<file path="config.mk">
export PLATFORM = sky130hd
export DESIGN_NAME = mipc_top
export DESIGN_NICKNAME = d
export VERILOG_FILES = /design/src/shared/mipc_pkg.sv /design/src/hdl/mipc_top.sv
export SDC_FILE = /design/constraint.sdc
export NUM_CORES = 1
export LEC_CHECK = 0
export BUFFER_PORTS_ARGS = -buffer_cell sky130_fd_sc_hd__buf_2
export CORE_MARGIN = 5
export CORE_UTILIZATION = 50
export CTS_CLUSTER_SIZE = 12
export DETAILED_ROUTE_END_ITERATION = 12
export PLACE_DENSITY_LB_ADDON = 0.25
export SLEW_MARGIN = 20
export SYNTH_ARGS = -nofsm -noshare
export SYNTH_HDL_FRONTEND = slang
export SYNTH_SLANG_ARGS = --single-unit
</file>
<file path="constraint.sdc">
create_clock -name REF_CLK -period 3.9 [get_ports REF_CLK]
set_input_delay 0.39 -clock REF_CLK [delete_from_list [all_inputs] [get_ports REF_CLK]]
set_output_delay 0.39 -clock REF_CLK [all_outputs]
set_load 0.01 [all_outputs]
</file>
<file path="src/shared/mipc_pkg.sv">
// Purpose: Shared constants and types for the mic input path control bank
// Assumes: Classic Wishbone slave, 32-bit data, 9-bit registers in low bits
// Notes:   Printed offsets are not all multiples of four, so byte address = 4 * index
`default_nettype none
package mipc_pkg;
	// Register indices as printed
	localparam logic [7:0] IDX_POWER_ONE   = 8'h01;
	localparam logic [7:0] IDX_POWER_TWO   = 8'h02;
	localparam logic [7:0] IDX_LEVEL_ONE   = 8'h20;
	localparam logic [7:0] IDX_ROUTING     = 8'h2C;
	localparam logic [7:0] IDX_AMP_GAIN    = 8'h2D;
	localparam logic [7:0] IDX_BOOST_GAIN  = 8'h2F;
	// Extra status register, holds the gain actually in force
	localparam logic [7:0] IDX_GAIN_STATUS = 8'h30;
	localparam int         REG_W           = 9;

	// Field positions
	localparam int BIT_AUX_EN        = 6;
	localparam int BIT_BIAS_EN       = 4;
	localparam int BIT_BOOST_EN      = 4;
	localparam int BIT_AUTO_SEL      = 8;
	localparam int BIT_POS_ROUTE     = 0;
	localparam int BIT_NEG_ROUTE     = 1;
	localparam int BIT_AUX_ROUTE     = 2;
	localparam int BIT_AUX_MODE      = 3;
	localparam int BIT_BIAS_LEVEL    = 8;
	localparam int GAIN_LSB          = 0;
	localparam int GAIN_W            = 6;
	localparam int BIT_MUTE          = 6;
	localparam int BIT_ZC_EN         = 7;
	localparam int AUX_BOOST_LSB     = 0;
	localparam int POS_BOOST_LSB     = 4;
	localparam int BOOST_CODE_W      = 3;
	localparam int BIT_AMP_BOOST     = 8;
	localparam int BIT_PENDING       = 8;

	// Reset values
	localparam logic [8:0] RST_POWER_ONE  = 9'h000;
	localparam logic [8:0] RST_POWER_TWO  = 9'h000;
	localparam logic [8:0] RST_LEVEL_ONE  = 9'h000;
	localparam logic [8:0] RST_ROUTING    = 9'h003;
	localparam logic [8:0] RST_AMP_GAIN   = 9'h010;
	localparam logic [8:0] RST_BOOST_GAIN = 9'h100;

	// Gain code meanings
	localparam logic [5:0] GAIN_CODE_0DB  = 6'h10;
	localparam logic [2:0] BOOST_OFF_CODE = 3'h0;

	// Analogue control bundle driven to the front end
	typedef struct packed {
		logic       aux_amp_enable;
		logic       aux_bypass_switch;
		logic       amp_power;
		logic [5:0] amp_gain_code;
		logic       gain_from_auto;
		logic       amp_mute;
		logic       amp_to_boost_connect;
		logic       amp_to_boost_gain;
		logic [2:0] aux_to_boost_gain;
		logic [2:0] pos_mic_to_boost_gain;
		logic       boost_stage_enable;
		logic       pos_mic_route;
		logic       neg_mic_route;
		logic       aux_route;
		logic       mic_bias_enable;
		logic       mic_bias_level_select;
	} mipc_analog_s;
endpackage : mipc_pkg
`default_nettype wire

</file>
<file path="src/hdl/mipc_top.sv">
// Purpose: Register bank steering the analogue record front end
// Assumes: Classic Wishbone slave; zero crossing flagged by the analogue side
// Notes:   Gain changes deferred by zero-cross are held until the crossing
//
// Local design decision: register access over Wishbone.
`timescale 1ns/1ps
`default_nettype none

// How it works
// - Six-bit gain code, 0.75dB linear steps
// - One gain code drives all amp inputs
// - Auto select bit picks automatic gain source
// - Mute silences amp, cuts boost link
// - Zero-cross bit defers gain to crossing
// - Aux amp powered only when enabled
// - Aux mode closes bypass switch when set
// - Amp-to-boost bit selects +20dB, resets one
// - Aux-to-boost code zero disconnects path
// - Pos mic-to-boost code zero disconnects pin
// - Boost stage powered only when enabled
// - Bias enabled drives output, else floats
// - Bias level select picks supply fraction
// - Routing bit ties amp plus to pin
module mipc_top (
	// Clock and reset
	input  wire logic                   REF_CLK,
	input  wire logic                   RST_B,
	// Wishbone slave
	input  wire logic                   CYC_I,
	input  wire logic                   STB_I,
	input  wire logic                   WE_I,
	input  wire logic [9:0]             ADR_I,
	input  wire logic [3:0]             SEL_I,
	input  wire logic [31:0]            DAT_I,
	output logic      [31:0]            DAT_O,
	output logic                        ACK_O,
	output logic                        ERR_O,
	// Analogue side events
	input  wire logic                   ZERO_CROSS,
	// Analogue controls
	output var mipc_pkg::mipc_analog_s  ANALOG_CTRL,
	// Bias pin as output plus enable
	output logic                        MIC_BIAS_OUTPUT_OE
);
	import mipc_pkg::*;

	// Software visible registers
	logic [REG_W-1:0] power_control_one, next_power_control_one;
	logic [REG_W-1:0] power_control_two, next_power_control_two;
	logic [REG_W-1:0] level_control_one, next_level_control_one;
	logic [REG_W-1:0] input_routing,     next_input_routing;
	logic [REG_W-1:0] input_amp_gain,    next_input_amp_gain;
	logic [REG_W-1:0] boost_stage_gain,  next_boost_stage_gain;
	// Gain actually applied, and a deferred-change marker
	logic [GAIN_W-1:0] active_gain,      next_active_gain;
	logic              gain_pending,     next_gain_pending;
	// Bus answer state
	logic              ack,              next_ack;
	logic              err,              next_err;
	logic [31:0]       rdata,            next_rdata;
	// Bus decode helpers
	logic        req;
	logic        word_ok;
	logic [7:0]  idx;
	logic        hit;
	logic        wr_lo;
	logic        wr_hi;
	logic        gain_write;
	logic [8:0]  wdata;

	// Only a fresh request is taken; ack drops the cycle after
	assign req   = CYC_I && STB_I && !ack && !err;
	assign idx   = ADR_I[9:2];
	// Byte offset must be zero for a word register
	assign word_ok = (ADR_I[1:0] == 2'h0);
	assign wr_lo = req && WE_I && SEL_I[0];
	assign wr_hi = req && WE_I && SEL_I[1];

	// Address decode
	always_comb begin
		if (!word_ok) begin
			hit = 1'b0;
		end else if (idx == IDX_POWER_ONE || idx == IDX_POWER_TWO || idx == IDX_LEVEL_ONE) begin
			hit = 1'b1;
		end else if (idx == IDX_ROUTING || idx == IDX_AMP_GAIN || idx == IDX_BOOST_GAIN) begin
			hit = 1'b1;
		end else if (idx == IDX_GAIN_STATUS) begin
			hit = 1'b1;
		end else begin
			hit = 1'b0;
		end
	end

	// Merge write data by byte lanes; bit 8 lives in lane one
	function automatic logic [8:0] merge(input logic [8:0] old);
		logic [8:0] m;
		m = old;
		if (wr_lo) begin
			m[7:0] = DAT_I[7:0];
		end
		if (wr_hi) begin
			m[8] = DAT_I[8];
		end
		return m;
	endfunction : merge

	assign wdata      = merge(input_amp_gain);
	// A gain write counts only when the code byte lane is written
	assign gain_write = hit && wr_lo && idx == IDX_AMP_GAIN;

	// Register write next values
	always_comb begin
		next_power_control_one = power_control_one;
		next_power_control_two = power_control_two;
		next_level_control_one = level_control_one;
		next_input_routing     = input_routing;
		next_input_amp_gain    = input_amp_gain;
		next_boost_stage_gain  = boost_stage_gain;
		if (hit && WE_I && req) begin
			if (idx == IDX_POWER_ONE) begin
				next_power_control_one = merge(power_control_one);
			end else if (idx == IDX_POWER_TWO) begin
				next_power_control_two = merge(power_control_two);
			end else if (idx == IDX_LEVEL_ONE) begin
				next_level_control_one = merge(level_control_one);
			end else if (idx == IDX_ROUTING) begin
				next_input_routing = merge(input_routing);
			end else if (idx == IDX_AMP_GAIN) begin
				next_input_amp_gain = wdata;
			end else if (idx == IDX_BOOST_GAIN) begin
				next_boost_stage_gain = merge(boost_stage_gain);
			end
		end
	end

	// Applied gain: immediate or held for the zero crossing
	always_comb begin
		next_active_gain  = active_gain;
		next_gain_pending = gain_pending;
		if (gain_write && !wdata[BIT_ZC_EN]) begin
			// Immediate update, drops any older pending change
			next_active_gain  = wdata[GAIN_LSB +: GAIN_W];
			next_gain_pending = 1'b0;
		end else if (gain_write) begin
			// Newest code waits; old gain stays applied
			next_gain_pending = 1'b1;
			// A crossing in the same cycle is ignored; the newest code waits for a later crossing
		end else if (gain_pending && ZERO_CROSS) begin
			// First crossing after the write applies the latest held code
			next_active_gain  = input_amp_gain[GAIN_LSB +: GAIN_W];
			next_gain_pending = 1'b0;
		end
	end

	// Bus answer: one-cycle ack for mapped words, err otherwise
	always_comb begin
		next_ack   = req && hit;
		next_err   = req && !hit;
		next_rdata = 32'h0000_0000;
		if (req && hit && !WE_I) begin
			if (idx == IDX_POWER_ONE) begin
				next_rdata[8:0] = power_control_one;
			end else if (idx == IDX_POWER_TWO) begin
				next_rdata[8:0] = power_control_two;
			end else if (idx == IDX_LEVEL_ONE) begin
				next_rdata[8:0] = level_control_one;
			end else if (idx == IDX_ROUTING) begin
				next_rdata[8:0] = input_routing;
			end else if (idx == IDX_AMP_GAIN) begin
				next_rdata[8:0] = input_amp_gain;
			end else if (idx == IDX_BOOST_GAIN) begin
				next_rdata[8:0] = boost_stage_gain;
			end else begin
				// Status: applied gain plus pending flag
				next_rdata[GAIN_LSB +: GAIN_W] = active_gain;
				next_rdata[BIT_PENDING]        = gain_pending;
			end
		end
	end

	// State registers
	always_ff @(posedge REF_CLK or negedge RST_B) begin
		if (!RST_B) begin
			power_control_one <= RST_POWER_ONE;
			power_control_two <= RST_POWER_TWO;
			level_control_one <= RST_LEVEL_ONE;
			input_routing     <= RST_ROUTING;
			input_amp_gain    <= RST_AMP_GAIN;
			boost_stage_gain  <= RST_BOOST_GAIN;
			active_gain       <= GAIN_CODE_0DB;
			gain_pending      <= 1'b0;
			ack               <= 1'b0;
			err               <= 1'b0;
			rdata             <= 32'h0000_0000;
		end else begin
			power_control_one <= next_power_control_one;
			power_control_two <= next_power_control_two;
			level_control_one <= next_level_control_one;
			input_routing     <= next_input_routing;
			input_amp_gain    <= next_input_amp_gain;
			boost_stage_gain  <= next_boost_stage_gain;
			active_gain       <= next_active_gain;
			gain_pending      <= next_gain_pending;
			ack               <= next_ack;
			err               <= next_err;
			rdata             <= next_rdata;
		end
	end

	assign ACK_O = ack;
	assign ERR_O = err;
	assign DAT_O = rdata;

	// Analogue control decode, straight from flops
	always_comb begin
		ANALOG_CTRL.aux_amp_enable        = power_control_one[BIT_AUX_EN];
		// Bypass only meaningful in mixer mode
		ANALOG_CTRL.aux_bypass_switch     = input_routing[BIT_AUX_MODE];
		// Amp stays powered; mute isolates it instead
		ANALOG_CTRL.amp_power             = 1'b1;
		// One code, linear 0.75dB per step, shared by every amp input
		ANALOG_CTRL.amp_gain_code         = active_gain;
		// Auto level control overrides the manual code
		ANALOG_CTRL.gain_from_auto        = level_control_one[BIT_AUTO_SEL];
		ANALOG_CTRL.amp_mute              = input_amp_gain[BIT_MUTE];
		ANALOG_CTRL.amp_to_boost_connect  = !input_amp_gain[BIT_MUTE];
		ANALOG_CTRL.amp_to_boost_gain     = boost_stage_gain[BIT_AMP_BOOST];
		// Code zero means disconnected; the front end decodes steps of 3dB
		ANALOG_CTRL.aux_to_boost_gain     = boost_stage_gain[AUX_BOOST_LSB +: BOOST_CODE_W];
		ANALOG_CTRL.pos_mic_to_boost_gain = boost_stage_gain[POS_BOOST_LSB +: BOOST_CODE_W];
		ANALOG_CTRL.boost_stage_enable    = power_control_two[BIT_BOOST_EN];
		// Pos pin also takes the shared gain when routed
		ANALOG_CTRL.pos_mic_route         = input_routing[BIT_POS_ROUTE];
		ANALOG_CTRL.neg_mic_route         = input_routing[BIT_NEG_ROUTE];
		ANALOG_CTRL.aux_route             = input_routing[BIT_AUX_ROUTE];
		ANALOG_CTRL.mic_bias_enable       = power_control_one[BIT_BIAS_EN];
		ANALOG_CTRL.mic_bias_level_select = input_routing[BIT_BIAS_LEVEL];
	end

	// Bias pad floats when disabled
	assign MIC_BIAS_OUTPUT_OE = power_control_one[BIT_BIAS_EN];

	// Unused bus bits are intentionally ignored
	logic unused_ok;
	assign unused_ok = ^{DAT_I[31:9], SEL_I[3:2]};

endmodule : mipc_top
`default_nettype wire

</file>
# Word-level counts from Yosys, hierarchy flattened
# Cells that the tools add are included.
dict set report classes {
  muxes 20
  n_div 0
  n_addsub 0
  eq_ne 8
  bitwise 5
  order_cmp 0
  n_shift 0
  n_mul 0
  n_reduce_logical 42
}
# operator n
set ops {}
lappend ops {{$mux W9} 6}
lappend ops {{$eq A8 B6 Y1 const B} 5}
lappend ops {{$mux W6} 4}
lappend ops {{$reduce_and A6 Y1} 3}
lappend ops {{$reduce_and A8 Y1} 2}
lappend ops {{$logic_and A1 B1 Y1} 15}
lappend ops {{$reduce_and A7 Y1} 2}
lappend ops {{$reduce_and A5 Y1} 2}
lappend ops {{$eq A8 B1 Y1 const B} 1}
lappend ops {{$eq A8 B2 Y1 const B} 1}
lappend ops {{$mux W1} 8}
lappend ops {{$mux W8} 1}
lappend ops {{$reduce_and A4 Y1} 2}
lappend ops {{$logic_not A1 Y1} 6}
lappend ops {{$reduce_and A3 Y1} 2}
lappend ops {{$not A1 Y1} 5}
lappend ops {{$logic_or A1 B1 Y1} 4}
lappend ops {{$reduce_bool A3 Y1} 1}
lappend ops {{$logic_not A2 Y1} 1}
lappend ops {{$mux W2} 1}
lappend ops {{$ne A2 B1 Y1 const B} 1}
lappend ops {{$reduce_and A2 Y1} 1}
lappend ops {{$reduce_bool A2 Y1} 1}
dict set report totals {
  out_inout_bits 60
  mem_count 0
  ff_bits 72
  mem_bits_ro 0
  input_bits 52
  latchBits 0
  ramBits 0
}

# Longest topological paths before layout
dict set report logic_depth {
  depth_word 11
  depth_mapped 7
}

# Worst setup path after synthesis
# No wires, ideal clock.
dict set report synth_timing {
  kind {input-to-reg}
  start {input port ADR_I[3]}
  end {register input_routing[2]}
  t_arrival_ns 2.118
  required_ns 3.775
  path_stages 5
  setup_slack_ns 1.657
  cell_sequence {buf_2 > nor4_2 > nand2_1 > a2111oi_4 > mux2_2}
}
dict set report synth_between {
  elab_chain_cells 9
}
# element line_no
set synth_lines {}
lappend synth_lines {{start: declaration} mipc_top.sv:32} ;# input wire logic [9:0] ADR_I,
lappend synth_lines {{$eq A8 B6 Y1 (on tied branches)} {mipc_top.sv:85, mipc_top.sv:126}}
lappend synth_lines {{$logic_or A1 B1 Y1 (2 in a row)} mipc_top.sv:85} ;# end else if (idx == IDX_ROUTING || idx == IDX_AMP_GAIN || idx == IDX_BOOST_GAIN) begin
lappend synth_lines {{$mux W1} mipc_top.sv:85}
lappend synth_lines {{$mux W1} mipc_top.sv:83} ;# end else if (idx == IDX_POWER_ONE || idx == IDX_POWER_TWO || idx == IDX_LEVEL_ONE) begin
lappend synth_lines {{$mux W1} mipc_top.sv:81} ;# if (!word_ok) begin
lappend synth_lines {{$logic_and A1 B1 Y1 (2 in a row)} mipc_top.sv:119} ;# if (hit && WE_I && req) begin
lappend synth_lines {{$reduce_and A6 Y1 (no source line) (*)} --}
lappend synth_lines {{end signal: assignment} mipc_top.sv:199} ;# input_routing <= next_input_routing;
lappend synth_lines {{end: declaration} mipc_top.sv:51} ;# logic [REG_W-1:0] input_routing, next_input_routing;
# Every way passes the cells marked *; elsewhere a longest branch is shown, timed or not.
# A chain may end at the register's enable or synchronous reset.

# Worst setup path after layout
dict set report layout_timing {
  start {input port ADR_I[5]}
  end {register input_amp_gain[3]}
}
dict set report layout_between {
  elab_chain_cells 9
}
# element line_no
set layout_lines {}
lappend layout_lines {{$eq A8 B6 Y1 (on tied branches)} {mipc_top.sv:85, mipc_top.sv:126, mipc_top.sv:128}}
lappend layout_lines {{$logic_or A1 B1 Y1 (2 in a row)} mipc_top.sv:85}
lappend layout_lines {{$mux W1} mipc_top.sv:85}
lappend layout_lines {{$mux W1} mipc_top.sv:83}
lappend layout_lines {{$mux W1} mipc_top.sv:81}
lappend layout_lines {{$logic_and A1 B1 Y1 (2 in a row)} mipc_top.sv:119}
lappend layout_lines {{$reduce_and A6 Y1 (no source line) (*)} --}
lappend layout_lines {{end signal: assignment} mipc_top.sv:200} ;# input_amp_gain <= next_input_amp_gain;
lappend layout_lines {{end: declaration} mipc_top.sv:52} ;# logic [REG_W-1:0] input_amp_gain, next_input_amp_gain;
# Marked as above.

==> summary.txt <==
Worst setup path
  – Setup CP Type: in2reg
  – Startpoint Class: input pin
  – R2R cell count: 4
  – Crit end category: flop
  – CP max-delay cell: nor2_1
  – Worst setup path start: ADR_I[5]
  – Max incr delay on CP: 0.77 ns
  – Worst-path fanout max: 27
  – RR Endpoint: input_amp_gain[3]$_DFFE_PN0P_
  – Cell Chain, Critical Path: buf_2 > and2_1 > nand3_1 > nor2_1 > mux2_2
  – R2R setup slack: 1.33 ns
  – CP Data Arrival Time: 2.92 ns
  – Reg-to-Reg Start: ERR_O$_DFF_PN0_
  – Critical Path RT: 4.14 ns

Timing
  – RSZ-0062 raised after global routing: false
  – Final Critical Period: approximately 2.7 ns
  – Fin Setup TNS: 0 ns
  – Max_slew headroom: between 20% and 30%
  – Slew @ Worst Pin: about 1.1 ns
  – F_max: 372 MHz
  – Final setup skew: 0.0101 ns
  – Period Utilization, post-route: 68.8%
  – Final setup viols: 0
  – Final Hold Viols: 0
  – Max-slew violation count: 0
  – Final Hold Slack: 0.0114 ns

Placement
  – Port bufs: 62
  – Placer Congestion: 0.887
  – Cells after DPL: 515
  – DP HPWL: 7830 um

Power and ir drop
  – Power Density: 327 nW/um^2
  – Total chip power: 0.00149 W
  – Leakage dissipation: around 2.1 nW
  – Max VDD drop: 202 uV

Global routing
  – Vias in the first global route: 3,178
  – Antenna violations before repair: 0
  – First-pass GRT wire length: 17,100 um
  – Largest net degree at the start of global routing: 40
  – Grt ovf: 0
  – Total Routing Usage GR: 21.8%

Clock tree
  – CTS Buffer Depth: 2
  – Root Driver: clkbuf_8
  – Clk_lat worst skew: ~0.35 ns
  – Max H-tree Level: 3
  – CTS hold repair buffers: 0
  – Clock transition at the registers of the reported paths: 0.08 ns
  – CTS tree: done
  – Setup Fix Bufs, Post-CTS: 0
  – Post-CTS sizing: 0
  – Clock sink count: 72
  – CTS buffer count: 9

Floorplanning
  – Core box area: a little over 8000 um^2
  – Die Height: 101 um
  – Top Ports: 112
  – Row cnt: 33
  – Die Width: roughly 100 um
  – Initial Utilization: around half
  – Die ar.: just over 10,000 um^2

Synth
  – Syn Area/Cell: approximately 11 um^2
  – Most used flip-flop cell after synthesis: dfrtp_1
  – Synth Cell Area: 4180 um^2
  – Synth warn: 0
  – Yosys reg bits: 72
  – Post-synth cell types: 59
  – Asr flop ratio synth: 100%
  – Number of synthesized flops with an enable pin: 0
  – Mapped Cells: ~380
  – Sequential share of the synthesized area: 43.3%

Route
  – # DRC: 0
  – Iteration-0 DRC Markers: 289
  – Routed Antenna Nets: 0
  – Post-Route WL: 11,000 um
  – Via count: 3,308
  – Routed len/inst: 20.7 um
  – 1st-pass router iterations: 5
  – Via/cell ratio: 6.23

Finish
  – Most common cell after layout, fill and taps aside: dfrtp_1
  – Area grow syn2layout: 9.19%
  – Layout Nets: 473
  – # diodes: 0
  – Share of cells above drive strength 1: between 30% and 40%
  – Non-Filler Instances: 531
  – Commonest non-fill, non-tap cells in the layout: dfrtp_1, buf_2, mux2_2, conb_1, nand2_1

Worst hold path
  – HP Class: in2async

Run status
  – Outcome: finished, final reports clean

Run
  – MaxCap Viol Count: 0
worst max-delay path by stage:
| stage | endpoint | slack [ns] |
|---|---|---|
| 2_1_floorplan | input_routing[2]$_DFFE_PN0P_ | 1.66 |
| 3_3_place_gp | input_routing[3]$_DFFE_PN0P_ | 0.98 |
| 3_5_place_dp | input_routing[3]$_DFFE_PN0P_ | 0.94 |
| 4_1_cts | input_routing[3]$_DFFE_PN0P_ | 1.32 |
| 5_1_grt | input_amp_gain[3]$_DFFE_PN0P_ | 1.19 |
| 6_report | input_amp_gain[3]$_DFFE_PN0P_ | 1.22 |
cells in the mapped netlist (3+ instances only):
| cell type | count | share of area (%) |
|---|---|---|
| nor2_1 | 12 | 1.1 |
| nor4_1 | 9 | 1.3 |
| a2111oi_4 | 3 | 2.0 |
| or3_1 | 4 | 0.60 |
| o22ai_1 | 6 | 0.90 |
| nor2_2 | 3 | 0.45 |
| a211oi_1 | 6 | 1.1 |
| and3_1 | 7 | 1.0 |
| nand2_1 | 14 | 1.3 |
| a311oi_1 | 10 | 2.1 |
| mux2_2 | 53 | 14 |
| a2111oi_0 | 10 | 2.1 |
| a21oi_1 | 12 | 1.4 |
| o21a_1 | 3 | 0.54 |
| dfstp_2 | 5 | 3.1 |
| nand3_1 | 13 | 1.6 |
| o21ai_0 | 10 | 1.2 |
| or4bb_1 | 4 | 1.1 |
| clkbuf_1 | 12 | 1.1 |
| o211ai_1 | 3 | 0.54 |
| inv_1 | 9 | 0.81 |
| buf_4 | 41 | 7.4 |
| buf_2 | 7 | 0.84 |
| nand4b_1 | 8 | 1.7 |
| o31a_1 | 4 | 0.84 |
| dfrtp_1 | 67 | 40 |
power by group:
group          switching, W  total [W]  internal, W
combinational     0.0000928   0.000124    0.0000310
clock              0.000290   0.000618     0.000328
sequential       0.00000108   0.000749     0.000748
stage by stage:
| stage | util (%) | area [um^2] | worst slack [ns] |
|---|---|---|---|
| after global routing | 55.8 | 4560 | 1.19 |
| final | 55.8 | 4560 | 1.22 |
| after global placement | 53.3 | 4360 | 0.979 |
| after detailed placement | 53.3 | 4360 | 0.937 |
| after floorplan | - | 4260 | 1.66 |
| after CTS | 55.8 | 4560 | 1.32 |
cell type report:
type / count / area, um^2
Fill cell: 739 / 3610
Multi-Input combinational cell: 261 / 2030
Sequential cell: 72 / 1810
Timing Repair Buffer: 68 / 355
Clock buffer: 11 / 151
Tap cell: 105 / 131
Clock inverter: 5 / 55.1
Inverter: 9 / 33.8
kinds of logic after synthesis:
| family | Yosys count | synth area share [%] |
|---|---|---|
| other cells | 2 | 0.180 |
| flops | 72 | 43.3 |
| buf+inv | 70 | 10.2 |
| simple gates | 100 | 15.6 |
| compound gates | 81 | 15.7 |
| mux | 56 | 15.0 |
state kept, by name, indices dropped and copies added, names as in the netlist:
signal,count
DAT_O,9
boost_stage_gain,9
input_amp_gain,9
input_routing,9
level_control_one,9
power_control_one,9
power_control_two,9
active_gain,6
ACK_O,1
ERR_O,1
gain_pending,1
critical path, delay by kind of cell:
kind	cells	cell delay [ns]
buf+inv	1	0.44
mux	1	0.41
simple gates	3	1.67
metal layers:
metal,vias up,track usage [%],share of wire [%]
li1,1472,-,-
met1,1642,30.8,44
met2,172,32.7,46
met3,22,3.51,7.6
met4,0,10.4,2.8
met5,-,0,0
No activity file was read; power rests on OpenSTA's default activity.
